**src/design/bus_lock_pkg.sv**
```systemverilog
// What this block does
// - single byte accesses always go indivisibly
// - aligned two-byte accesses go indivisibly
// - aligned four-byte accesses go indivisibly
// - later generations: aligned eight-byte accesses indivisible
// - later: uncached two-byte within lane group indivisible
// - one generation: unaligned cached within line indivisible
// - boundary-straddling cacheable accesses may split
// - mark split pieces with bus control indications
// - finish atomic transaction before granting others
// - lock bus for non-atomic read-modify-write
// - latest generation only: cached locked ops that fit one piece stay in cache
// - hold lock across all cycles of operand
package bus_lock_pkg;
    // ------------------------------------------------------------
    // widths and geometry
    // ------------------------------------------------------------
    localparam int ADDR_W = 32;          // physical address width
    localparam int LANE_BYTES = 4;       // 32-bit data bus lane group
    localparam int QWORD_BYTES = 8;      // 64-bit boundary
    localparam int LINE_BYTES = 32;      // cache line
    localparam int PAGE_BYTES = 4096;    // page
    localparam int MAX_PIECES = 3;       // piece bound; an 8-byte access splits into 2 at most

    // ------------------------------------------------------------
    // generation encodings
    // ------------------------------------------------------------
    typedef enum logic [1:0] {
        GEN_BASE = 2'b00,                // byte/word/dword guarantees only
        GEN_MID = 2'b01,                 // adds quadword and uncached word
        GEN_LINE = 2'b10,                // adds unaligned in-line cached
        GEN_LATE = 2'b11                 // mid set plus cache locking
    } gen_type;

    // one memory request from the core
    typedef struct packed {
        logic [ADDR_W-1:0] addr;         // byte address
        logic [3:0] size;                // 1, 2, 4 or 8 bytes
        logic write;                     // write when set
        logic cacheable;                 // memory type is cacheable
        logic cache_hit;                 // line held in own cache
        logic locked;                    // read-modify-write sequence
    } req_type;

    // one bus cycle presented to the system bus
    typedef struct packed {
        logic [ADDR_W-1:0] addr;         // piece start address
        logic [3:0] size;                // piece length in bytes
        logic write;                     // direction
        logic split;                     // piece of a split access
        logic last;                      // final piece of the access
    } cyc_type;
endpackage

```
**src/design/atomic_classifier.sv**
```systemverilog
`timescale 1ns/100ps
`default_nettype none
module atomic_classifier
    import bus_lock_pkg::*;
(
    input wire req_type req_i,
    input wire gen_type gen_i,
    output logic atomic_o,
    output logic [1:0] pieces_o
);
    // ------------------------------------------------------------
    // boundary checks
    // ------------------------------------------------------------
    logic [12:0] end_off;                // offset of last byte in page
    logic aligned;                       // natural alignment
    logic in_lane;                       // fits one 32-bit lane group
    logic in_line;                       // fits one cache line
    logic in_qw;                         // fits one 64-bit bus word
    logic in_page;                       // fits one page
    logic later;                         // later generation set

    always_comb begin
        end_off = {1'b0, req_i.addr[11:0]} + 13'(req_i.size) - 13'h0001;
        aligned = ((req_i.addr[2:0] & 3'(req_i.size - 4'h1)) == 3'h0);
        in_lane = (req_i.addr[1:0] + 3'(req_i.size) <= 3'(LANE_BYTES));
        in_line = ((req_i.addr[4:0] + 6'(req_i.size)) <= 6'(LINE_BYTES));
        in_qw = ((req_i.addr[2:0] + 4'(req_i.size)) <= 4'(QWORD_BYTES));
        in_page = (end_off < 13'(PAGE_BYTES));
        later = (gen_i != GEN_BASE);
    end

    // ------------------------------------------------------------
    // atomicity decision
    // ------------------------------------------------------------
    always_comb begin
        atomic_o = 1'b0;
        if (req_i.size == 4'h1) begin
            atomic_o = 1'b1;
        end else if (req_i.size == 4'h2 && aligned) begin
            atomic_o = 1'b1;
        end else if (req_i.size == 4'h4 && aligned) begin
            atomic_o = 1'b1;
        end else if (req_i.size == 4'h8 && aligned && later) begin
            atomic_o = 1'b1;
        end else if (req_i.size == 4'h2 && !req_i.cacheable && in_lane && later) begin
            atomic_o = 1'b1;
        end else if (gen_i == GEN_LINE && req_i.cacheable && in_line && in_page) begin
            atomic_o = 1'b1;
        end
    end

    // ------------------------------------------------------------
    // piece count: non-atomic accesses split at bus word edges
    // ------------------------------------------------------------
    always_comb begin
        if (atomic_o || in_qw) begin
            pieces_o = 2'd1;
        end else begin
            pieces_o = 2'd2;
        end
    end
endmodule // atomic_classifier
`default_nettype wire

```
**src/design/piece_sequencer.sv**
```systemverilog
`timescale 1ns/100ps
`default_nettype none
module piece_sequencer
    import bus_lock_pkg::*;
(
    input wire logic clk_sys_i,
    input wire logic rst_n_i,
    input wire logic start_i,
    input wire req_type req_i,
    input wire logic [1:0] pieces_i,
    input wire logic ack_i,
    output logic busy_o,
    output logic done_o,
    output cyc_type cyc_o
);
    // ------------------------------------------------------------
    // piece state
    // ------------------------------------------------------------
    logic [ADDR_W-1:0] addr_q;           // next piece address
    logic [3:0] left_q;                  // bytes still to move
    logic [1:0] todo_q;                  // pieces still to issue
    logic write_q;                       // direction held
    logic busy_q;                        // sequence running
    logic split_q;                       // access goes out in several pieces

    // one piece per acknowledged bus cycle; pieces never overlap
    always_ff @(posedge clk_sys_i) begin
        if (!rst_n_i) begin
            busy_q <= 1'b0;
            addr_q <= '0;
            left_q <= 4'h0;
            todo_q <= 2'd0;
            write_q <= 1'b0;
            split_q <= 1'b0;
        end else if (start_i && !busy_q) begin
            busy_q <= 1'b1;
            addr_q <= req_i.addr;
            left_q <= req_i.size;
            todo_q <= pieces_i;
            write_q <= req_i.write;
            // every piece of a split access carries the mark, the last one too
            split_q <= (pieces_i != 2'd1);
        end else if (busy_q && ack_i) begin
            if (todo_q == 2'd1) begin
                busy_q <= 1'b0;
            end
            todo_q <= todo_q - 2'd1;
            addr_q <= addr_q + ADDR_W'(cyc_o.size);
            left_q <= left_q - cyc_o.size;
        end
    end

    // bus cycle view of the current piece
    always_comb begin
        cyc_o.addr = addr_q;
        cyc_o.write = write_q;
        cyc_o.split = busy_q && split_q;
        cyc_o.last = busy_q && (todo_q == 2'd1);
        if (todo_q == 2'd1) begin
            cyc_o.size = left_q;
        end else begin
            cyc_o.size = 4'(QWORD_BYTES) - {1'b0, addr_q[2:0]};
        end
    end

    always_comb begin
        busy_o = busy_q;
        done_o = busy_q && ack_i && (todo_q == 2'd1);
    end
endmodule // piece_sequencer
`default_nettype wire

```
**src/design/atomic_access_bus_lock.sv**
```systemverilog
`timescale 1ns/100ps
`default_nettype none
module atomic_access_bus_lock
    import bus_lock_pkg::*;
#(
    parameter gen_type GEN = GEN_LATE
) (
    input wire logic clk_sys_i,
    input wire logic rst_n_i,
    input wire logic req_valid_i,
    input wire req_type req_i,
    input wire logic lock_end_i,
    input wire logic bus_grant_i,
    input wire logic bus_ack_i,
    output logic req_ready_o,
    output logic done_o,
    output logic atomic_o,
    output logic bus_req_o,
    output cyc_type cyc_o,
    output logic bus_lock_o,
    output logic cache_lock_o
);
    // ------------------------------------------------------------
    // size check at elaboration
    // ------------------------------------------------------------
    if (ADDR_W < 13) begin : g_chk
        $error("address must cover a page");
    end

    // ------------------------------------------------------------
    // states
    // ------------------------------------------------------------
    typedef enum logic [1:0] {
        ST_IDLE = 2'b00,                 // waiting for a request
        ST_ARB = 2'b01,                  // asking for the bus
        ST_RUN = 2'b10,                  // issuing pieces
        ST_HOLD = 2'b11                  // locked, between accesses
    } state_type;

    state_type state_q;                  // control state
    req_type req_q;                      // captured request
    logic atomic_w;                      // classifier verdict
    logic [1:0] pieces_w;                // classifier piece count
    logic seq_busy;                      // sequencer running
    logic seq_done;                      // last piece acknowledged
    logic seq_start;                     // launch sequencer
    cyc_type seq_cyc;                    // current piece
    logic in_cache;                      // locked op served by the cache
    logic lock_q;                        // bus lock held
    logic lock_seq_q;                    // inside a locked sequence

    atomic_classifier u_class (
        .req_i(req_q),
        .gen_i(GEN),
        .atomic_o(atomic_w),
        .pieces_o(pieces_w)
    );

    piece_sequencer u_seq (
        .clk_sys_i(clk_sys_i),
        .rst_n_i(rst_n_i),
        .start_i(seq_start),
        .req_i(req_q),
        .pieces_i(pieces_w),
        .ack_i(bus_ack_i),
        .busy_o(seq_busy),
        .done_o(seq_done),
        .cyc_o(seq_cyc)
    );

    // cache locking only for the latest generation and own cached lines
    always_comb begin
        in_cache = (GEN == GEN_LATE) && req_q.locked && req_q.cacheable
            && req_q.cache_hit && (pieces_w == 2'd1);
        seq_start = (state_q == ST_ARB) && bus_grant_i && !in_cache;
    end

    // ------------------------------------------------------------
    // request capture and main sequence
    // ------------------------------------------------------------
    always_ff @(posedge clk_sys_i) begin
        if (!rst_n_i) begin
            state_q <= ST_IDLE;
            req_q <= '0;
        end else begin
            case (state_q)
                ST_IDLE, ST_HOLD: begin
                    if (req_valid_i) begin
                        req_q <= req_i;
                        state_q <= ST_ARB;
                    end
                end
                ST_ARB: begin
                    // cache-local locked ops finish without the bus
                    if (in_cache) begin
                        state_q <= ST_IDLE;
                    end else if (bus_grant_i) begin
                        state_q <= ST_RUN;
                    end
                end
                ST_RUN: begin
                    // no new request until every piece is done
                    if (seq_done) begin
                        state_q <= (lock_q && !lock_end_i) ? ST_HOLD : ST_IDLE;
                    end
                end
                default: state_q <= ST_IDLE;
            endcase
        end
    end

    // the piece count comes straight from the held request, so a grant that
    // is already standing (lock held between accesses) starts cleanly

    // ------------------------------------------------------------
    // bus lock: held from first locked piece to sequence end
    // ------------------------------------------------------------
    always_ff @(posedge clk_sys_i) begin
        if (!rst_n_i) begin
            lock_q <= 1'b0;
            lock_seq_q <= 1'b0;
        end else if (seq_start && req_q.locked) begin
            lock_q <= 1'b1;
            lock_seq_q <= 1'b1;
        end else if (seq_done && lock_seq_q && lock_end_i) begin
            lock_q <= 1'b0;
            lock_seq_q <= 1'b0;
        end
    end

    // ------------------------------------------------------------
    // registered outputs
    // ------------------------------------------------------------
    always_ff @(posedge clk_sys_i) begin
        if (!rst_n_i) begin
            req_ready_o <= 1'b0;
            done_o <= 1'b0;
            atomic_o <= 1'b0;
            bus_req_o <= 1'b0;
            cyc_o <= '0;
            bus_lock_o <= 1'b0;
            cache_lock_o <= 1'b0;
        end else begin
            req_ready_o <= (state_q == ST_IDLE || state_q == ST_HOLD) && !req_valid_i;
            done_o <= seq_done || (state_q == ST_ARB && in_cache);
            atomic_o <= atomic_w;
            // keep asking until the last piece is acknowledged
            bus_req_o <= ((state_q == ST_ARB) && !in_cache) || ((state_q == ST_RUN) && !seq_done);
            cyc_o <= seq_cyc;
            // the far arbiter blocks others while this is high
            bus_lock_o <= lock_q || (seq_start && req_q.locked);
            cache_lock_o <= (state_q == ST_ARB) && in_cache;
        end
    end
endmodule // atomic_access_bus_lock
`default_nettype wire

```
**config.mk**
```make
export PLATFORM = sky130hd
export DESIGN_NAME = atomic_access_bus_lock
export DESIGN_NICKNAME = d
export VERILOG_FILES = /design/src/design/bus_lock_pkg.sv /design/src/design/atomic_classifier.sv /design/src/design/piece_sequencer.sv /design/src/design/atomic_access_bus_lock.sv
export SDC_FILE = /design/constraint.sdc
export NUM_CORES = 1
export LEC_CHECK = 0
export BUFFER_PORTS_ARGS = -buffer_cell sky130_fd_sc_hd__buf_4
export CAP_MARGIN = 0
export CORE_ASPECT_RATIO = 1.25
export CORE_UTILIZATION = 41
export CTS_CLUSTER_DIAMETER = 50
export DETAILED_ROUTE_END_ITERATION = 8
export PLACE_DENSITY_LB_ADDON = 0.3
export SLEW_MARGIN = 20
export SYNTH_ARGS = -nofsm -noshare
export SYNTH_HDL_FRONTEND = slang
export SYNTH_SLANG_ARGS = --single-unit
```
**constraint.sdc**
```tcl
create_clock -name clk_sys_i -period 3.4 [get_ports clk_sys_i]
set_clock_uncertainty 0.2 [all_clocks]
set_input_delay 0.51 -clock clk_sys_i [delete_from_list [all_inputs] [get_ports clk_sys_i]]
set_output_delay 0.51 -clock clk_sys_i [all_outputs]
set_load 0.05 [all_outputs]
```
=== Word-level counts from Yosys, hierarchy flattened ===
Cells that the tools add are included.

* Register bits after elaboration: 129
* Input bits: 46
* Output and inout bits: 45
* Word-level logic and storage cells: 115

* $add $sub $neg: 7
* Order comparisons: 2
* Equality and inequality tests: 13
* Muxes and demuxes: 24
* Bitwise logic cells: 1
* Reduce and logical (&&, ||, !) cells: 43

{| class="wikitable"
|+ Operator list
! operator !! number
|-
| 32-bit 2-to-1 mux || 2
|-
| 32-bit by 4-bit adder with 32-bit output || 1
|-
| 1-bit logical AND || 23
|-
| 2-bit 2-to-1 mux || 8
|-
| 4-bit 2-to-1 mux || 3
|-
| 1-bit 2-to-1 mux || 10
|-
| 2-bit by 1-bit equality test with 1-bit output (second input constant) || 3
|-
| 1-bit zero test || 6
|-
| 2-bit case mux with 3 select lines || 1
|-
| 2-bit nonzero test || 3
|-
| 1-bit logical OR || 5
|-
| 3-bit by 4-bit adder with 4-bit output || 1
|-
| 2-bit equality test (second input constant) || 2
|-
| 4-bit by 1-bit equality test with 1-bit output (second input constant) || 1
|-
| 4-bit by 2-bit equality test with 1-bit output (second input constant) || 1
|-
| 4-bit by 3-bit equality test with 1-bit output (second input constant) || 1
|-
| 4-bit equality test (second input constant) || 1
|-
| 4-bit <= comparator (second input constant) || 1
|-
| 2-bit != test (second input constant) || 2
|-
| 2-bit AND reduction || 2
|-
| 4-bit by 3-bit subtractor with 4-bit output (first input constant) || 1
|-
| 4-bit subtractor || 1
|-
| 2-bit by 3-bit adder with 3-bit output || 1
|-
| 3-bit bitwise AND || 1
|-
| other kinds (9) || 9
|}

=== Longest topological paths before layout ===
* Depth in word-level cells: 17
* Mapped depth: 13
* Mapped depth without buffers: 13

=== Modules after synthesis ===
A second synthesis with hierarchy kept.

* Cell total of the unflattened synthesis: 698
* Area, all modules: 6082.1 um2

{| class="wikitable"
|+ Modules (own cells, without submodules)
! module !! instances !! cells an instance !! area each (um2) !! sequential area each (um2)
|-
| atomic_access_bus_lock || 1 || 305 || 2959.1 || 1761.7
|-
| piece_sequencer || 1 || 302 || 2409.8 || 820.8
|-
| atomic_classifier || 1 || 91 || 713.2 || 0.0
|}

=== Worst setup path before layout ===
Ideal clock, no wire load.

* Path kind: register to register
* From: register u_seq.todo_q[0]
* To: register u_seq.addr_q[27]
* Library setup time: 120 ps
* Arrival time: 2788 ps
* Data required time: 3080 ps
* Path slack: 292 ps
* Stages on the path, launching flop included: 12
* Path buffers: 1
* Clock period less this slack: 3108 ps
* Cell sequence: dfxtp_1 -> ha_1 -> clkbuf_1 -> mux2i_1 -> inv_1 -> ha_1 -> a21oi_1 -> o2bb2ai_1 -> and3_1 -> nand4_1 -> and3_1 -> o31a_1

{| class="wikitable"
|+ RTL lines
! item !! line !! RTL
|-
| start: declaration || piece_sequencer.sv:21 || <nowiki>logic [1:0] todo_q;</nowiki>
|-
| start signal: assignment || piece_sequencer.sv:39 || <nowiki>todo_q <= pieces_i;</nowiki>
|-
| start signal: assignment || piece_sequencer.sv:47 || <nowiki>todo_q <= todo_q - 2'd1;</nowiki>
|-
| end signal: assignment || piece_sequencer.sv:37 || <nowiki>addr_q <= req_i.addr;</nowiki>
|-
| end signal: assignment || piece_sequencer.sv:48 || <nowiki>addr_q <= addr_q + ADDR_W'(cyc_o.size);</nowiki>
|-
| end: declaration || piece_sequencer.sv:19 || <nowiki>logic [ADDR_W-1:0] addr_q;</nowiki>
|}

=== Worst setup path after layout ===
* From: register req_q[4] (netlist name)
* To: register u_seq.addr_q[16]

* Cells in the longest elaborated chain, start to end: 16
* Elaborated cells on any way between the ends: 30
* Classes of those cells: add/sub (3); order compare (2); eq/ne (5); mux (7); bitwise (1); reduce/logical (12)

{| class="wikitable"
|+ RTL lines
! item !! line !! RTL
|-
| start: declaration || atomic_access_bus_lock.sv:41 || <nowiki>req_type req_q;</nowiki>
|-
| start signal: assignment || atomic_access_bus_lock.sv:89 || <nowiki>req_q <= req_i;</nowiki>
|-
| 2-bit by 3-bit adder with 3-bit output, or another cell as far along || atomic_classifier.sv:25 || <nowiki>in_lane = (req_i.addr[1:0] + 3'(req_i.size) <= 3'(LANE_BYTES));</nowiki>
|-
| 3-bit <= comparator, or another cell as far along || atomic_classifier.sv:25 ||
|-
| 1-bit logical AND / 3-bit zero test (equally long branches) || atomic_classifier.sv:45, atomic_classifier.sv:24 ||
|-
| 1-bit 2-to-1 mux / 1-bit logical AND (equally long branches) || atomic_classifier.sv:45, atomic_classifier.sv:43 ||
|-
| 1-bit 2-to-1 mux || atomic_classifier.sv:43 || <nowiki>end else if (req_i.size == 4'h8 && aligned && later) begin</nowiki>
|-
| 1-bit 2-to-1 mux || atomic_classifier.sv:41 || <nowiki>end else if (req_i.size == 4'h4 && aligned) begin</nowiki>
|-
| 1-bit 2-to-1 mux || atomic_classifier.sv:39 || <nowiki>end else if (req_i.size == 4'h2 && aligned) begin</nowiki>
|-
| 1-bit 2-to-1 mux || atomic_classifier.sv:37 || <nowiki>if (req_i.size == 4'h1) begin</nowiki>
|-
| 1-bit logical OR (*) || atomic_classifier.sv:56 || <nowiki>if (atomic_o || in_qw) begin</nowiki>
|-
| 2-bit 2-to-1 mux (*) || atomic_classifier.sv:56 ||
|-
| 2-bit by 1-bit equality test with 1-bit output (*) || atomic_access_bus_lock.sv:74 || <nowiki>&& req_q.cache_hit && (pieces_w == 2'd1);</nowiki>
|-
| 1-bit logical AND (*) || atomic_access_bus_lock.sv:74 ||
|-
| 1-bit zero test (*) || atomic_access_bus_lock.sv:75 || <nowiki>seq_start = (state_q == ST_ARB) && bus_grant_i && !in_cache;</nowiki>
|-
| 1-bit logical AND (*) || atomic_access_bus_lock.sv:75 ||
|-
| 1-bit logical AND (*) || piece_sequencer.sv:35 || <nowiki>end else if (start_i && !busy_q) begin</nowiki>
|-
| 32-bit 2-to-1 mux / 2-bit nonzero test (equally long branches) || -- ||
|}

Mark *: on every way between the ends. The rest lies on a longest branch, timed or not.
A chain may end at the register's enable or synchronous reset.

==> flow_summary.json <==
{
  "area_growth_pct": 26.0,
  "start_util_pct": 42.2,
  "grt_pass1_wl_mm": 23.3,
  "setup_viol": 0,
  "irDropWorstVdd_v": 0.000324,
  "min_period_over_period_pct": 92.1,
  "grt_pass1_vias": 4742,
  "sw_frac_of_total_pct": 30.6,
  "gp_congestion": 0.867,
  "numCtsBuffers": 17,
  "fmax_mhz": 319,
  "worstSkewPairLatency_ns": 0.42,
  "synth_top_area_share_pct": 46.3,
  "postCtsHoldBufs": 0,
  "hold_path.class": "primary input to flop",
  "drtPass1Iterations": 5,
  "diodes": 0,
  "cts.path.max_buffers": 2,
  "drt_iter0_drc": 371,
  "finalWirelength_mm": 14.3,
  "power_frac_clock_pct": 40.3,
  "syn_inst": 654,
  "dieArea_um2": 14100,
  "leakagePower_uw": 0.00288,
  "crit_fanout": 22,
  "htreeDepth": 4,
  "yosys-top-cells-area": "dfxtp_1, nand2_1, a21oi_1, and2_1, ha_1",
  "grt_remaining_overflow": 0,
  "io_buffers": 90,
  "arrival_ns": 3.24,
  "maxSlewHeadroom_pct": 55.9,
  "grt_setup_unrepaired": "no",
  "cts_sinks": 129,
  "grt_max_degree": 51,
  "finalMaxSlewViolations": 0,
  "syn_nets": 722,
  "die_x_um": 106,
  "maxCapViolCount": 0,
  "synth_area_um2": 5580,
  "crit_family": "compound AO/OA/AOI/OAI gates",
  "rows": 47,
  "postRouteAntennaNets": 0,
  "crit_path_start_kind": "flop",
  "place_hpwl_mm": 9.91,
  "clkTransAtPathRegs_ns": 0.05,
  "layout.nets": 805,
  "critPathSlowestCell": "fa_1",
  "power_density_nw_per_um2": 692,
  "dominantRegCellSynth": "dfxtp_1",
  "synthArstFlopShare_pct": 0,
  "hp-start": "req_i[2]",
  "vias": 4838,
  "critical_path_class": "flop to flop",
  "root_buffer": "clkbuf_16",
  "critPathCaptureType": "flop",
  "final_common_cell": "dfxtp_1",
  "antenna_found_initial": 0,
  "synth_cell_types": 58,
  "p_sw_uw": 1490,
  "timing.rr.start": "req_q[4]",
  "final_cell_mix": "dfxtp_1, nand2_1, buf_4",
  "status": "finished, final reports clean",
  "finish.utilization_pct": 53.1,
  "tightest_slew_ns": 0.654,
  "crit_buf_inv": 1,
  "min_period_ns": 3.13,
  "postSynthAreaPerCell_um2": 8.53,
  "pin_count": 91,
  "drc": 0,
  "viasPerCell": 5.25,
  "cpPeakStageDelay_ns": 0.48,
  "core_region_area_um2": 13200,
  "layout-drive-gt1-share_pct": 20.0,
  "synth_seq_area_share_pct": 46.3,
  "wire_per_inst_um": 15.5,
  "die_h_um": 132,
  "tritoncts": "built",
  "setup.worst_path.start": "req_q[4]",
  "comb_power_share_pct": 22.8,
  "ys_warn_count": 0,
  "synth_top_cell_by_area": "dfxtp_1",
  "critical_path.cell_chain": "ha_1 -> inv_1 -> fa_1 -> a211o_1 -> o211ai_1 -> o211ai_2 -> o21a_2 -> and3_1 -> o31a_1",
  "seqPwrFrac_pct": 36.9,
  "finalSetupTns_ns": 0,
  "crit_required_ns": 3.50,
  "p_int_uw": 3370,
  "hold_viol": 0,
  "synth_edf_count": 0,
  "synth-seq-cells": 129,
  "grt_use_total_pct": 21.1
}
layout make-up:
class / instances / area (um2)
flip-flops and latches: 129 / 2580
multi-input cells: 471 / 2780
clock buffers: 21 / 450
repair buffers: 99 / 743
clock inverters: 11 / 185
well taps: 171 / 214
inverters: 19 / 71.3
fillers: 1238 / 6210
through the flow:
step	cells	total power, uW	hold WS, ns	worst slack [ns]	area, um2
finish	921	4860	0.139	0.267	7030
global route	921	5090	0.141	0.0970	7030
CTS	921	4870	0.131	0.119	7010
detailed placement	889	2910	0.243	0.147	6370
global placement	889	2870	0.235	0.309	6370
floorplan	654	2610	0.227	0.292	5580
registers in the layout, indices dropped and copies added (netlist names):
| register | count |
|---|---|
| u_seq.write_q | 1 |
| u_seq.addr_q | 32 |
| u_seq.busy_o | 1 |
| cache_lock_o | 1 |
| lock_seq_q | 1 |
| bus_req_o | 1 |
| bus_lock_o | 1 |
| req_ready_o | 1 |
| done_o | 1 |
| req_q | 40 |
| cyc_o | 39 |
| u_seq.left_q | 4 |
| atomic_o | 1 |
| u_seq.split_q | 1 |
| state_q | 2 |
| u_seq.todo_q | 2 |
synth_stat cells (all sizes together) (4+ instances only):
| cell | number |
|---|---|
| xnor2 | 5 |
| nand4 | 11 |
| and3 | 17 |
| a31oi | 18 |
| or2 | 6 |
| buf | 9 |
| clkbuf | 26 |
| nand2 | 127 |
| a22oi | 6 |
| inv | 19 |
| o21ai | 15 |
| xor2 | 4 |
| dfxtp | 129 |
| nor3 | 7 |
| a21o | 6 |
| o211ai | 6 |
| o31a | 6 |
| a21oi | 70 |
| or3 | 7 |
| and2 | 42 |
| nand3 | 25 |
| nor2 | 35 |
| ha | 19 |
layer usage:
metal,share of wire (%),global-route usage [%]
met1,47,28.0
met2,47,33.8
met3,4.6,4.20
met4,1.5,7.64
met5,0,0
power groups by stage:
stage          clock network (uW)  registers, uW  logic [uW]
2_1_floorplan                   0           1880         726
3_3_place_gp                    0           1810        1060
3_5_place_dp                    0           1820        1090
4_1_cts                      1980           1790        1100
5_1_grt                      2060           1820        1210
6_report                     1960           1790        1110
worst min-delay path, cell delays in order:
cell	delay, ns
buf_4	0.11
nand2_1	0.05
a21oi_1	0.05
cell families after synthesis:
group                      after synthesis  synth area share (%)
AOI/OAI and AO/OA                      145                  16.6
xor gates and xnor gates                 9                  1.41
adders and majority gates               22                  5.34
buffers and inverters                   54                  4.17
DFF                                    129                  46.3
muxes                                    3                 0.561
and+or+nand+nor                        292                  25.6
worst paths after layout:
check | cells after the start | end | slack [ns]
max reg2reg | 9 | u_seq.addr_q[16] | 0.27
min reg2reg | 2 | u_seq.write_q | 0.25
max | 9 | u_seq.addr_q[16] | 0.27
min | 3 | req_q[2] | 0.14
timing repair:
action,in CTS,in global routing
setup endpoints to repair,0,10
buffers inserted,0,0
gates resized for setup,0,4
Power figures use the tool's default switching activity.
